`src/bcd_pkg.sv`:
```
// Constants shared by the bridge control register bank and its discard timers
package bcd_pkg;

  // ----------------------------------------------------------------------
  // Register map (byte addresses)
  // ----------------------------------------------------------------------
  localparam int ADDR_W = 12;
  localparam logic [11:0] CTRL_OFF = 12'h03c;
  localparam logic [11:0] IRQ_STAT_OFF = 12'h080;
  localparam logic [11:0] IRQ_MASK_OFF = 12'h084;

  // ----------------------------------------------------------------------
  // Control doubleword fields
  // ----------------------------------------------------------------------
  localparam int VGA_BIT = 19;
  localparam int RSV_LOW_BIT = 20;
  localparam int MA_MODE_BIT = 21;
  localparam int SEC_RST_BIT = 22;
  localparam int FBB_BIT = 23;
  localparam int PRI_SHORT_BIT = 24;
  localparam int SEC_SHORT_BIT = 25;
  localparam int EXP_STAT_BIT = 26;
  localparam int EXP_SERR_BIT = 27;
  localparam logic [31:0] CTRL_RW_MASK = 32'h0bef_00ff;
  localparam logic [31:0] CTRL_RESET = 32'h0000_0000;

  // ----------------------------------------------------------------------
  // Interrupt bits, timing and bus answers
  // ----------------------------------------------------------------------
  localparam int IRQ_PRI = 0;
  localparam int IRQ_SEC = 1;
  localparam logic [1:0] IRQ_RESET = 2'h0;
  localparam int LONG_CYCLES = 32768;
  localparam int SHORT_CYCLES = 1024;
  localparam logic [31:0] ABORT_DATA = 32'hffff_ffff;
  localparam logic [1:0] RESP_OKAY = 2'h0;
  localparam logic [1:0] RESP_SLVERR = 2'h2;

endpackage : bcd_pkg

```
`src/bcd_timer_if.sv`:
```
// Connection between the control bank and one discard timer
`timescale 1ns/1ns
interface bcd_timer_if;
  logic start;
  logic stop;
  logic short_sel;
  logic expire;
  logic running;

  modport ctl (output start, output stop, output short_sel, input expire, input running);
  modport tmr (input start, input stop, input short_sel, output expire, output running);
endinterface : bcd_timer_if

```
`src/bcd_bridge_ctrl.sv`:
```
// Bridge control doubleword, discard timers and expiry reporting
// Function
// - VGA enable forces downstream forwarding
// - Bits 20 and 31:28 read zero
// - Abort mode 0: all-ones reads, drop writes
// - Abort mode 1: target abort, else system error
// - Bit 22 holds secondary reset asserted
// - Bit 23 permits secondary fast back-to-back
// - Primary timer limit by bit 24
// - Secondary timer limit by bit 25
// - Bit 26 sticky expiry, write one clears
// - Bit 27 routes expiry to system error
// - Control occupies upper half at 3Ch
//
// The AXI4-Lite register port and the placing of the registers were chosen for this implementation.
`timescale 1ns/1ns
module bcd_bridge_ctrl #(
  parameter int LONG_CYCLES = bcd_pkg::LONG_CYCLES,
  parameter int SHORT_CYCLES = bcd_pkg::SHORT_CYCLES
) (
  // Clock, reset, enable
  input wire logic clk_sys,
  input wire logic rst_n,
  input wire logic ce,
  // AXI4-Lite write address and data
  input wire logic [bcd_pkg::ADDR_W-1:0] s_axi_awaddr,
  input wire logic s_axi_awvalid,
  output logic s_axi_awready,
  input wire logic [31:0] s_axi_wdata,
  input wire logic [3:0] s_axi_wstrb,
  input wire logic s_axi_wvalid,
  output logic s_axi_wready,
  // AXI4-Lite write response
  output logic [1:0] s_axi_bresp,
  output logic s_axi_bvalid,
  input wire logic s_axi_bready,
  // AXI4-Lite read
  input wire logic [bcd_pkg::ADDR_W-1:0] s_axi_araddr,
  input wire logic s_axi_arvalid,
  output logic s_axi_arready,
  output logic [31:0] s_axi_rdata,
  output logic [1:0] s_axi_rresp,
  output logic s_axi_rvalid,
  input wire logic s_axi_rready,
  // Address window decode
  input wire logic vga_addr_hit,
  input wire logic window_hit,
  output logic forward_downstream,
  // Master abort handling
  input wire logic ma_event,
  input wire logic ma_is_read,
  input wire logic ta_possible,
  input wire logic serr_enable,
  output logic [31:0] ma_read_data,
  output logic ma_drop_write,
  output logic ma_target_abort,
  // Secondary bus control
  output logic secondary_reset_assert,
  output logic fast_b2b_enable,
  // Delayed transactions, primary and secondary
  input wire logic pri_dly_queued,
  input wire logic pri_dly_taken,
  input wire logic sec_dly_queued,
  input wire logic sec_dly_taken,
  output logic pri_dly_discard,
  output logic sec_dly_discard,
  // System error and interrupt
  output logic primary_system_error_out,
  output logic irq
);

  logic [31:0] ctrl;
  logic [1:0] irq_stat;
  logic [1:0] irq_mask;
  logic aw_held;
  logic w_held;
  logic [bcd_pkg::ADDR_W-1:0] aw_addr;
  logic [31:0] w_data;
  logic [3:0] w_strb;
  logic do_write;
  logic wr_ctrl;
  logic wr_stat;
  logic wr_mask;
  logic [31:0] wr_bits;
  logic pri_exp;
  logic sec_exp;
  logic any_exp;
  logic ar_fire;

  bcd_timer_if pri_if ();
  bcd_timer_if sec_if ();

  // ----------------------------------------------------------------------
  // Helpers
  // ----------------------------------------------------------------------
  function automatic logic [31:0] lane_mask(input logic [3:0] strb);
    lane_mask = {{8{strb[3]}}, {8{strb[2]}}, {8{strb[1]}}, {8{strb[0]}}};
  endfunction : lane_mask

  function automatic logic mapped(input logic [bcd_pkg::ADDR_W-1:0] a);
    mapped = a == bcd_pkg::CTRL_OFF || a == bcd_pkg::IRQ_STAT_OFF || a == bcd_pkg::IRQ_MASK_OFF;
  endfunction : mapped

  // ----------------------------------------------------------------------
  // Write channel: address and data taken in either order
  // ----------------------------------------------------------------------
  assign s_axi_awready = ce && !aw_held && !s_axi_bvalid;
  assign s_axi_wready = ce && !w_held && !s_axi_bvalid;
  assign do_write = ce && aw_held && w_held && !s_axi_bvalid;
  assign wr_bits = w_data & lane_mask(w_strb);
  assign wr_ctrl = do_write && aw_addr == bcd_pkg::CTRL_OFF;
  assign wr_stat = do_write && aw_addr == bcd_pkg::IRQ_STAT_OFF;
  assign wr_mask = do_write && aw_addr == bcd_pkg::IRQ_MASK_OFF;

  // Holding registers for address and data
  always_ff @(posedge clk_sys or negedge rst_n) begin
    if (!rst_n) begin
      aw_held <= 1'b0;
      w_held <= 1'b0;
      aw_addr <= '0;
      w_data <= '0;
      w_strb <= '0;
    end else if (ce) begin
      if (s_axi_awvalid && s_axi_awready) begin
        aw_held <= 1'b1;
        aw_addr <= s_axi_awaddr;
      end else if (do_write) begin
        aw_held <= 1'b0;
      end
      if (s_axi_wvalid && s_axi_wready) begin
        w_held <= 1'b1;
        w_data <= s_axi_wdata;
        w_strb <= s_axi_wstrb;
      end else if (do_write) begin
        w_held <= 1'b0;
      end
    end
  end

  // Write response, error for unmapped addresses
  always_ff @(posedge clk_sys or negedge rst_n) begin
    if (!rst_n) begin
      s_axi_bvalid <= 1'b0;
      s_axi_bresp <= bcd_pkg::RESP_OKAY;
    end else if (ce) begin
      if (do_write) begin
        s_axi_bvalid <= 1'b1;
        s_axi_bresp <= mapped(aw_addr) ? bcd_pkg::RESP_OKAY : bcd_pkg::RESP_SLVERR;
      end else if (s_axi_bready) begin
        s_axi_bvalid <= 1'b0;
      end
    end
  end

  // ----------------------------------------------------------------------
  // Read channel
  // ----------------------------------------------------------------------
  assign s_axi_arready = ce && !s_axi_rvalid;
  assign ar_fire = s_axi_arvalid && s_axi_arready;

  // Read data mux, registered
  always_ff @(posedge clk_sys or negedge rst_n) begin
    if (!rst_n) begin
      s_axi_rvalid <= 1'b0;
      s_axi_rdata <= '0;
      s_axi_rresp <= bcd_pkg::RESP_OKAY;
    end else if (ce) begin
      if (ar_fire) begin
        s_axi_rvalid <= 1'b1;
        s_axi_rresp <= mapped(s_axi_araddr) ? bcd_pkg::RESP_OKAY : bcd_pkg::RESP_SLVERR;
        case (s_axi_araddr)
          bcd_pkg::CTRL_OFF: s_axi_rdata <= ctrl;
          bcd_pkg::IRQ_STAT_OFF: s_axi_rdata <= {30'h0, irq_stat};
          bcd_pkg::IRQ_MASK_OFF: s_axi_rdata <= {30'h0, irq_mask};
          default: s_axi_rdata <= '0;
        endcase
      end else if (s_axi_rready) begin
        s_axi_rvalid <= 1'b0;
      end
    end
  end

  // ----------------------------------------------------------------------
  // Control doubleword
  // ----------------------------------------------------------------------
  assign any_exp = pri_exp || sec_exp;

  // Read-write fields; reserved and read-only bits never stored
  always_ff @(posedge clk_sys or negedge rst_n) begin
    if (!rst_n) begin
      ctrl <= bcd_pkg::CTRL_RESET;
    end else if (ce) begin
      if (wr_ctrl) begin
        ctrl <= (ctrl & ~(lane_mask(w_strb) & bcd_pkg::CTRL_RW_MASK)) | (wr_bits & bcd_pkg::CTRL_RW_MASK);
      end
      // Sticky expiry status: a new expiry wins over the clear
      if (any_exp) begin
        ctrl[bcd_pkg::EXP_STAT_BIT] <= 1'b1;
      end else if (wr_ctrl && wr_bits[bcd_pkg::EXP_STAT_BIT]) begin
        ctrl[bcd_pkg::EXP_STAT_BIT] <= 1'b0;
      end
    end
  end

  // ----------------------------------------------------------------------
  // Interrupt status and mask
  // ----------------------------------------------------------------------
  always_ff @(posedge clk_sys or negedge rst_n) begin
    if (!rst_n) begin
      irq_stat <= bcd_pkg::IRQ_RESET;
      irq_mask <= bcd_pkg::IRQ_RESET;
    end else if (ce) begin
      irq_stat <= (irq_stat & ~(wr_stat ? wr_bits[1:0] : 2'h0)) | {sec_exp, pri_exp};
      if (wr_mask) begin
        irq_mask <= (irq_mask & ~{2{w_strb[0]}}) | wr_bits[1:0];
      end
    end
  end

  assign irq = |(irq_stat & irq_mask);

  // ----------------------------------------------------------------------
  // Address forwarding and secondary bus controls
  // ----------------------------------------------------------------------
  assign forward_downstream = window_hit || (vga_addr_hit && ctrl[bcd_pkg::VGA_BIT]);
  assign secondary_reset_assert = ctrl[bcd_pkg::SEC_RST_BIT];
  assign fast_b2b_enable = ctrl[bcd_pkg::FBB_BIT];

  // ----------------------------------------------------------------------
  // Master abort response and system error
  // ----------------------------------------------------------------------
  always_ff @(posedge clk_sys or negedge rst_n) begin
    if (!rst_n) begin
      ma_read_data <= '0;
      ma_drop_write <= 1'b0;
      ma_target_abort <= 1'b0;
      primary_system_error_out <= 1'b0;
    end else if (ce) begin
      ma_drop_write <= 1'b0;
      ma_target_abort <= 1'b0;
      primary_system_error_out <= 1'b0;
      if (ma_event && !ctrl[bcd_pkg::MA_MODE_BIT]) begin
        ma_read_data <= bcd_pkg::ABORT_DATA;
        ma_drop_write <= !ma_is_read;
      end
      if (ma_event && ctrl[bcd_pkg::MA_MODE_BIT]) begin
        ma_target_abort <= ta_possible;
        if (!ta_possible && serr_enable) begin
          primary_system_error_out <= 1'b1;
        end
      end
      if (any_exp && ctrl[bcd_pkg::EXP_SERR_BIT]) begin
        primary_system_error_out <= 1'b1;
      end
    end
  end

  // ----------------------------------------------------------------------
  // Discard timers
  // ----------------------------------------------------------------------
  assign pri_if.start = pri_dly_queued;
  assign pri_if.stop = pri_dly_taken;
  assign pri_if.short_sel = ctrl[bcd_pkg::PRI_SHORT_BIT];
  assign sec_if.start = sec_dly_queued;
  assign sec_if.stop = sec_dly_taken;
  assign sec_if.short_sel = ctrl[bcd_pkg::SEC_SHORT_BIT];
  assign pri_exp = pri_if.expire;
  assign sec_exp = sec_if.expire;
  assign pri_dly_discard = pri_if.expire;
  assign sec_dly_discard = sec_if.expire;

  // Primary side timer
  bcd_discard_timer #(
    .LONG_CYCLES(LONG_CYCLES),
    .SHORT_CYCLES(SHORT_CYCLES),
    .CNT_W(16)
  ) u_pri_timer (
    .clk_sys(clk_sys),
    .rst_n(rst_n),
    .ce(ce),
    .tif(pri_if)
  );

  // Secondary side timer
  bcd_discard_timer #(
    .LONG_CYCLES(LONG_CYCLES),
    .SHORT_CYCLES(SHORT_CYCLES),
    .CNT_W(16)
  ) u_sec_timer (
    .clk_sys(clk_sys),
    .rst_n(rst_n),
    .ce(ce),
    .tif(sec_if)
  );

  // ----------------------------------------------------------------------
  // Checks
  // ----------------------------------------------------------------------
  vga_forward_a: assert property (@(posedge clk_sys) disable iff (!rst_n)
    vga_addr_hit && ctrl[bcd_pkg::VGA_BIT] |-> forward_downstream)
    else $error("VGA address not forwarded");
  reserved_zero_a: assert property (@(posedge clk_sys) disable iff (!rst_n)
    ar_fire && s_axi_araddr == bcd_pkg::CTRL_OFF |=> s_axi_rdata[20] == 1'b0 && s_axi_rdata[31:28] == 4'h0)
    else $error("reserved control bits read nonzero");
  abort_data_a: assert property (@(posedge clk_sys) disable iff (!rst_n)
    ce && ma_event && !ctrl[bcd_pkg::MA_MODE_BIT] |=> ma_read_data == bcd_pkg::ABORT_DATA && !ma_target_abort)
    else $error("silent master abort misbehaved");
  abort_report_a: assert property (@(posedge clk_sys) disable iff (!rst_n)
    ce && ma_event && ctrl[bcd_pkg::MA_MODE_BIT] && !ta_possible && serr_enable |=> primary_system_error_out)
    else $error("reported master abort gave no system error");
  sec_reset_a: assert property (@(posedge clk_sys) disable iff (!rst_n)
    ce && wr_ctrl && w_strb[2] |=> secondary_reset_assert == $past(w_data[bcd_pkg::SEC_RST_BIT]))
    else $error("secondary reset not asserted");
  fast_b2b_a: assert property (@(posedge clk_sys) disable iff (!rst_n)
    fast_b2b_enable |-> $past(wr_ctrl) || $stable(ctrl[bcd_pkg::FBB_BIT]))
    else $error("fast back-to-back changed without a write");
  exp_sticky_a: assert property (@(posedge clk_sys) disable iff (!rst_n)
    ce && any_exp |=> ctrl[bcd_pkg::EXP_STAT_BIT])
    else $error("expiry status not set");
  exp_serr_a: assert property (@(posedge clk_sys) disable iff (!rst_n)
    ce && any_exp && ctrl[bcd_pkg::EXP_SERR_BIT] |=> primary_system_error_out)
    else $error("expiry gave no system error");
  write_resp_a: assert property (@(posedge clk_sys) disable iff (!rst_n)
    s_axi_bvalid && !s_axi_bready |=> s_axi_bvalid && $stable(s_axi_bresp))
    else $error("write response dropped early");
  read_hold_a: assert property (@(posedge clk_sys) disable iff (!rst_n)
    s_axi_rvalid && !s_axi_rready |=> s_axi_rvalid && $stable(s_axi_rdata))
    else $error("read data dropped early");
  stat_clear_a: assert property (@(posedge clk_sys) disable iff (!rst_n)
    ce && wr_ctrl && wr_bits[bcd_pkg::EXP_STAT_BIT] && !any_exp |=> !ctrl[bcd_pkg::EXP_STAT_BIT])
    else $error("expiry status not cleared");
  exp_quiet_a: assert property (@(posedge clk_sys) disable iff (!rst_n)
    ce && !ma_event && !ctrl[bcd_pkg::EXP_SERR_BIT] |=> !primary_system_error_out)
    else $error("system error without cause");
  drop_write_a: assert property (@(posedge clk_sys) disable iff (!rst_n)
    ce && ma_event && !ctrl[bcd_pkg::MA_MODE_BIT] |=> ma_drop_write == !$past(ma_is_read))
    else $error("silent abort write drop wrong");
  discard_free_a: assert property (@(posedge clk_sys) disable iff (!rst_n)
    !(pri_dly_discard && pri_if.running) && !(sec_dly_discard && sec_if.running))
    else $error("discarded entry still timed");
  irq_level_a: assert property (@(posedge clk_sys) disable iff (!rst_n)
    ce && !wr_mask && |({sec_exp, pri_exp} & irq_mask) |=> irq)
    else $error("unmasked expiry gave no interrupt");

endmodule : bcd_bridge_ctrl

```
`src/bcd_discard_timer.sv`:
```
// One delayed-transaction discard timer
`timescale 1ns/1ns
module bcd_discard_timer #(
  parameter int LONG_CYCLES = bcd_pkg::LONG_CYCLES,
  parameter int SHORT_CYCLES = bcd_pkg::SHORT_CYCLES,
  parameter int CNT_W = 16
) (
  // Clock and reset
  input wire logic clk_sys,
  input wire logic rst_n,
  input wire logic ce,
  // Control side
  bcd_timer_if.tmr tif
);

  logic [CNT_W-1:0] count;
  logic [CNT_W-1:0] limit_m1;

  // ----------------------------------------------------------------------
  // Parameter checks
  // ----------------------------------------------------------------------
  if (SHORT_CYCLES < 1 || SHORT_CYCLES > LONG_CYCLES || $clog2(LONG_CYCLES) > CNT_W) begin : g_chk
    $error("discard timer limits do not fit the counter");
  end

  // Last count before expiry for the selected range
  assign limit_m1 = tif.short_sel ? CNT_W'(SHORT_CYCLES - 1) : CNT_W'(LONG_CYCLES - 1);

  // ----------------------------------------------------------------------
  // Counter: start on queueing, stop on completion, expire at the limit
  // ----------------------------------------------------------------------
  always_ff @(posedge clk_sys or negedge rst_n) begin
    if (!rst_n) begin
      count <= '0;
      tif.running <= 1'b0;
      tif.expire <= 1'b0;
    end else if (ce) begin
      tif.expire <= 1'b0;
      if (tif.start) begin
        count <= '0;
        tif.running <= 1'b1;
      end else if (tif.stop) begin
        tif.running <= 1'b0;
      end else if (tif.running) begin
        if (count == limit_m1) begin
          tif.running <= 1'b0;
          tif.expire <= 1'b1;
        end else begin
          count <= count + 1'b1;
        end
      end
    end
  end

  // ----------------------------------------------------------------------
  // Checks
  // ----------------------------------------------------------------------
  tmr_expiry_a: assert property (@(posedge clk_sys) disable iff (!rst_n)
    ce && tif.running && !tif.start && !tif.stop && count == limit_m1 |=> tif.expire && !tif.running)
    else $error("timer did not expire at its limit");
  tmr_start_a: assert property (@(posedge clk_sys) disable iff (!rst_n)
    ce && tif.start |=> tif.running && count == '0 && !tif.expire)
    else $error("timer did not restart");

endmodule : bcd_discard_timer

```
`config.mk`:
```
export PLATFORM = sky130hd
export DESIGN_NAME = bcd_bridge_ctrl
export DESIGN_NICKNAME = d
export VERILOG_FILES = /design/src/bcd_pkg.sv /design/src/bcd_timer_if.sv /design/src/bcd_bridge_ctrl.sv /design/src/bcd_discard_timer.sv
export SDC_FILE = /design/constraint.sdc
export NUM_CORES = 1
export LEC_CHECK = 0
export ABC_AREA = 0
export BUFFER_PORTS_ARGS = -buffer_cell sky130_fd_sc_hd__buf_2
export CAP_MARGIN = 20
export CORE_ASPECT_RATIO = 0.75
export CORE_MARGIN = 1.5
export CORE_UTILIZATION = 55
export CTS_BUF_LIST = sky130_fd_sc_hd__clkbuf_4 sky130_fd_sc_hd__clkbuf_8 sky130_fd_sc_hd__clkbuf_16
export DETAILED_ROUTE_END_ITERATION = 12
export GPL_TIMING_DRIVEN = 1
export MAX_ROUTING_LAYER = met4
export PLACE_DENSITY = 0.92
export SLEW_MARGIN = 20
export SYNTH_ARGS = -nofsm -noshare
export SYNTH_HDL_FRONTEND = slang
export SYNTH_SLANG_ARGS = --single-unit
```
`constraint.sdc`:
```
create_clock -name clk_sys -period 3 [get_ports clk_sys]
set_clock_uncertainty 0.1 [all_clocks]
set_input_delay 0.45 -clock clk_sys [delete_from_list [all_inputs] [get_ports clk_sys]]
set_output_delay 0.45 -clock clk_sys [all_outputs]
set_load 0.01 [all_outputs]
```
==> run_results.csv <==
group,metric,value,unit
run_status,outcome,"complete, no violations",
drt,vias_per_cell,6.145,
sta,fmax,0.4344,GHz
place,hpwl,9728,um
pwr,finalPower,0.004798,W
global_route,grt_start_max_net_pins,62,
floorplan,die_w,124.3,um
clocking,postCtsHoldBufs,0,
sta,fin_crit,2302,ps
drt,drt.antenna.violating_nets,0,
drt,drt_iter0_markers,474,
global_route,grt_pass1_wl,23670,um
floorplan,core_area,10860,um2
sta,holdWs,15.26,ps
floorplan,die-area,11690,um2
run,maxCapViolations,0,
finish,fin_nets,750,
critical_path,end_kind,"flop",
global_route,grt_usage,26.33,%
drt,num_vias,5045,
finish,area_delta_synth_final,18.24,%
critical_path,arrival,2490,ps
place,portBuffers,130,
synth,ys_warn_count,0,
synth,synth-async-reset-ratio,100.0,%
drt,post_drt_wl_per_cell,17.79,um
synth,synth_area_per_cell,10.71,um2
sta,setup_tns,0,ps
place,gp_congestion,0.8532,
sta,fin_crit_sh,76.74,%
synth,yosysTopAreaCellShare,50.28,%
critical_path,critPathLaunchType,"flop",
critical_path,regToRegSetupSlack,700,ps
clocking,cts.path.max_buffers,2,
sta,rsz0062_at_grt,"no",
pwr,p_leak,3.349,nW
critical_path,timing.rr.start,"s_axi_bvalid$_DFFE_PN0P_",
critical_path,worstPathRequired,3190,ps
synth,netlist_area,6072,um2
synth,synth_most_common_cell,"dfrtp_1",
clocking,cts_htree_levels,4,
floorplan,ios,160,
clocking,cts_tree,"built",
critical_path,worstSetupPathType,"reg -> reg",
drt,drcViolationCount,0,
finish,post_route_cells_drive_above_1_share,34.65,%
clocking,cts_sinks,122,
floorplan,rows,33,
clocking,clk-insertion-delay-late,410,ps
clocking,cts_resized,0,
global_route,antenna_found_initial,0,
sta,finalMaxSlewViolations,0,
drt,firstDrtPassIters,5,
sta,tightest_slew,808.1,ps
place,pre_cts_slack,720.7,ps
clocking,path_clk_slew,50,ps
critical_path,crit_path_start,"s_axi_bvalid$_DFFE_PN0P_",
critical_path,r2r_cells,5,
global_route,overflow,0,
clocking,post-cts-setup-buffers,0,
pwr,vdd_drop_max,0.5245,mV
synth,seq_area_frac_synth,50.28,%
global_route,grt_pass1_vias,4844,
sta,relSlewSlack,46.13,%
worst_hold_path,hold_class,"in -> async",
sta,setup_ws,697.8,ps
synth,ys_seq_elements,122,
finish,diodes,0,
synth,synth.distinct_cells,66,
floorplan,start_util,55.92,%
clocking,cts_made_buffers,17,
finish,stdcell_count,821,
sta,hold_viol,0,
floorplan,dieHeight,94.00,um
place,placedCellCount,791,
synth,synthTopCellsByArea,"dfrtp_1 (50%), mux2_2 (10%), buf_4 (5.7%), a22o_1 (3.5%), nand2_1 (3.3%)",
drt,routed_wl,14610,um
sta,final-setup-viol-count,0,
pwr,power_density,668.3,nW/um2
synth,synth_edf_count,0,
synth,ys.flop_type,"dfrtp_1",
synth,yosys-top-cells-count,"dfrtp_1 (122), mux2_2 (54), nand2_1 (54)",
critical_path,cp_max_fo,8,
synth,yosys.area.top_type,"dfrtp_1",
synth,synthCells,567,
clocking,clockRootBuffer,"clkbuf_16",
-- per-stage QoR --
step / utilization, % / cell area, um2
floorplan: - / 6125
global placement: 60.72 / 6594
detailed placement: 60.72 / 6594
CTS: 66.11 / 7179
global route: 66.11 / 7179
finish: 66.11 / 7179
-- per-layer routing --
metal  global-route usage, %  vias to the layer above  wire (um)
met3                   6.150                       29       1049
li1                        -                     2254          -
met5                       -                        -          0
met4                   8.716                        0        231
met1                   33.25                     2499       6179
met2                   42.54                      263       7145
-- worst max-delay path, cell delays in order (launching register included) --
cell     delay, ps
dfrtp_1        430
and4b_1        380
nand3_1        190
nor2_1         360
nand2_1        330
mux2_2         390
-- worst min path at each step --
stage / start / to / slack (ps)
after CTS: rst_n / u_pri_timer.count[7]$_DFFE_PN0P_ / 60
after global placement: flop / s_axi_rdata[6]$_DFFE_PN0P_ / 370
after floorplan: rst_n / async pin / 50
after global routing: rst_n / u_pri_timer.count[7]$_DFFE_PN0P_ / 100
final: rst_n / u_pri_timer.count[7]$_DFFE_PN0P_ / 20
after detailed placement: flop / s_axi_rdata[4]$_DFFE_PN0P_ / 380
-- cells by family (layout without fill, tap and decap cells) --
family / count (synthesis) / after routing / share of synthesized area [%]
xor+xnor: 1 / 1 / 0.1443
buf+inv: 81 / 181 / 7.974
flops: 122 / 122 / 50.28
fa+ha+maj: 2 / 2 / 0.4121
mux: 54 / 54 / 10.01
simple gates: 200 / 200 / 17.31
compound gates: 106 / 106 / 13.81
other cells: 1 / 15 / 0.06176
-- final cells by class --
type                       instances  area [um2]
clock buffer                      20       460.4
clock inverter                    10       125.1
fill                             782        3680
inverter                          12       45.04
multi-input combinational        378        2587
sequential                       122        3053
tap                              140       175.2
timing repair buffer             139       733.2
-- placed cells by master, fill, tap and decap left out, drive strengths merged, types with 2 or more instances in the layout --
cell type  netlist  final
o311ai          13     13
nand2b           6      6
nor3b            2      2
dfrtp          122    122
nand3           33     33
a22o            24     24
a21o             2      2
a41o             2      2
a311o            4      4
and2             5      5
or2              5      5
a22oi            3      3
conb             1     15
nor3            11     11
ha               2      2
nor2b            7      7
bufinv           0      3
o31ai            2      2
o21ai            6      6
nand4           10     10
a21oi            9      9
clkinv           0      7
and4b            3      3
a211oi           2      2
and3             8      8
o32ai            2      2
buf             54    139
clkbuf          15     20
mux2            54     54
inv             12     12
or3              4      4
or4             10     10
o211ai          18     18
and4             4      4
nor2            28     28
nor4             5      5
nand2           54     54
a31oi            8      8
-- where the power goes --
part | total, W | switching, W | internal [W]
clock | 0.00203 | 0.000696 | 0.00134
sequential | 0.00215 | 0.000209 | 0.00194
combinational | 0.000619 | 0.000286 | 0.000334
No activity file was read; power rests on OpenSTA's default activity.
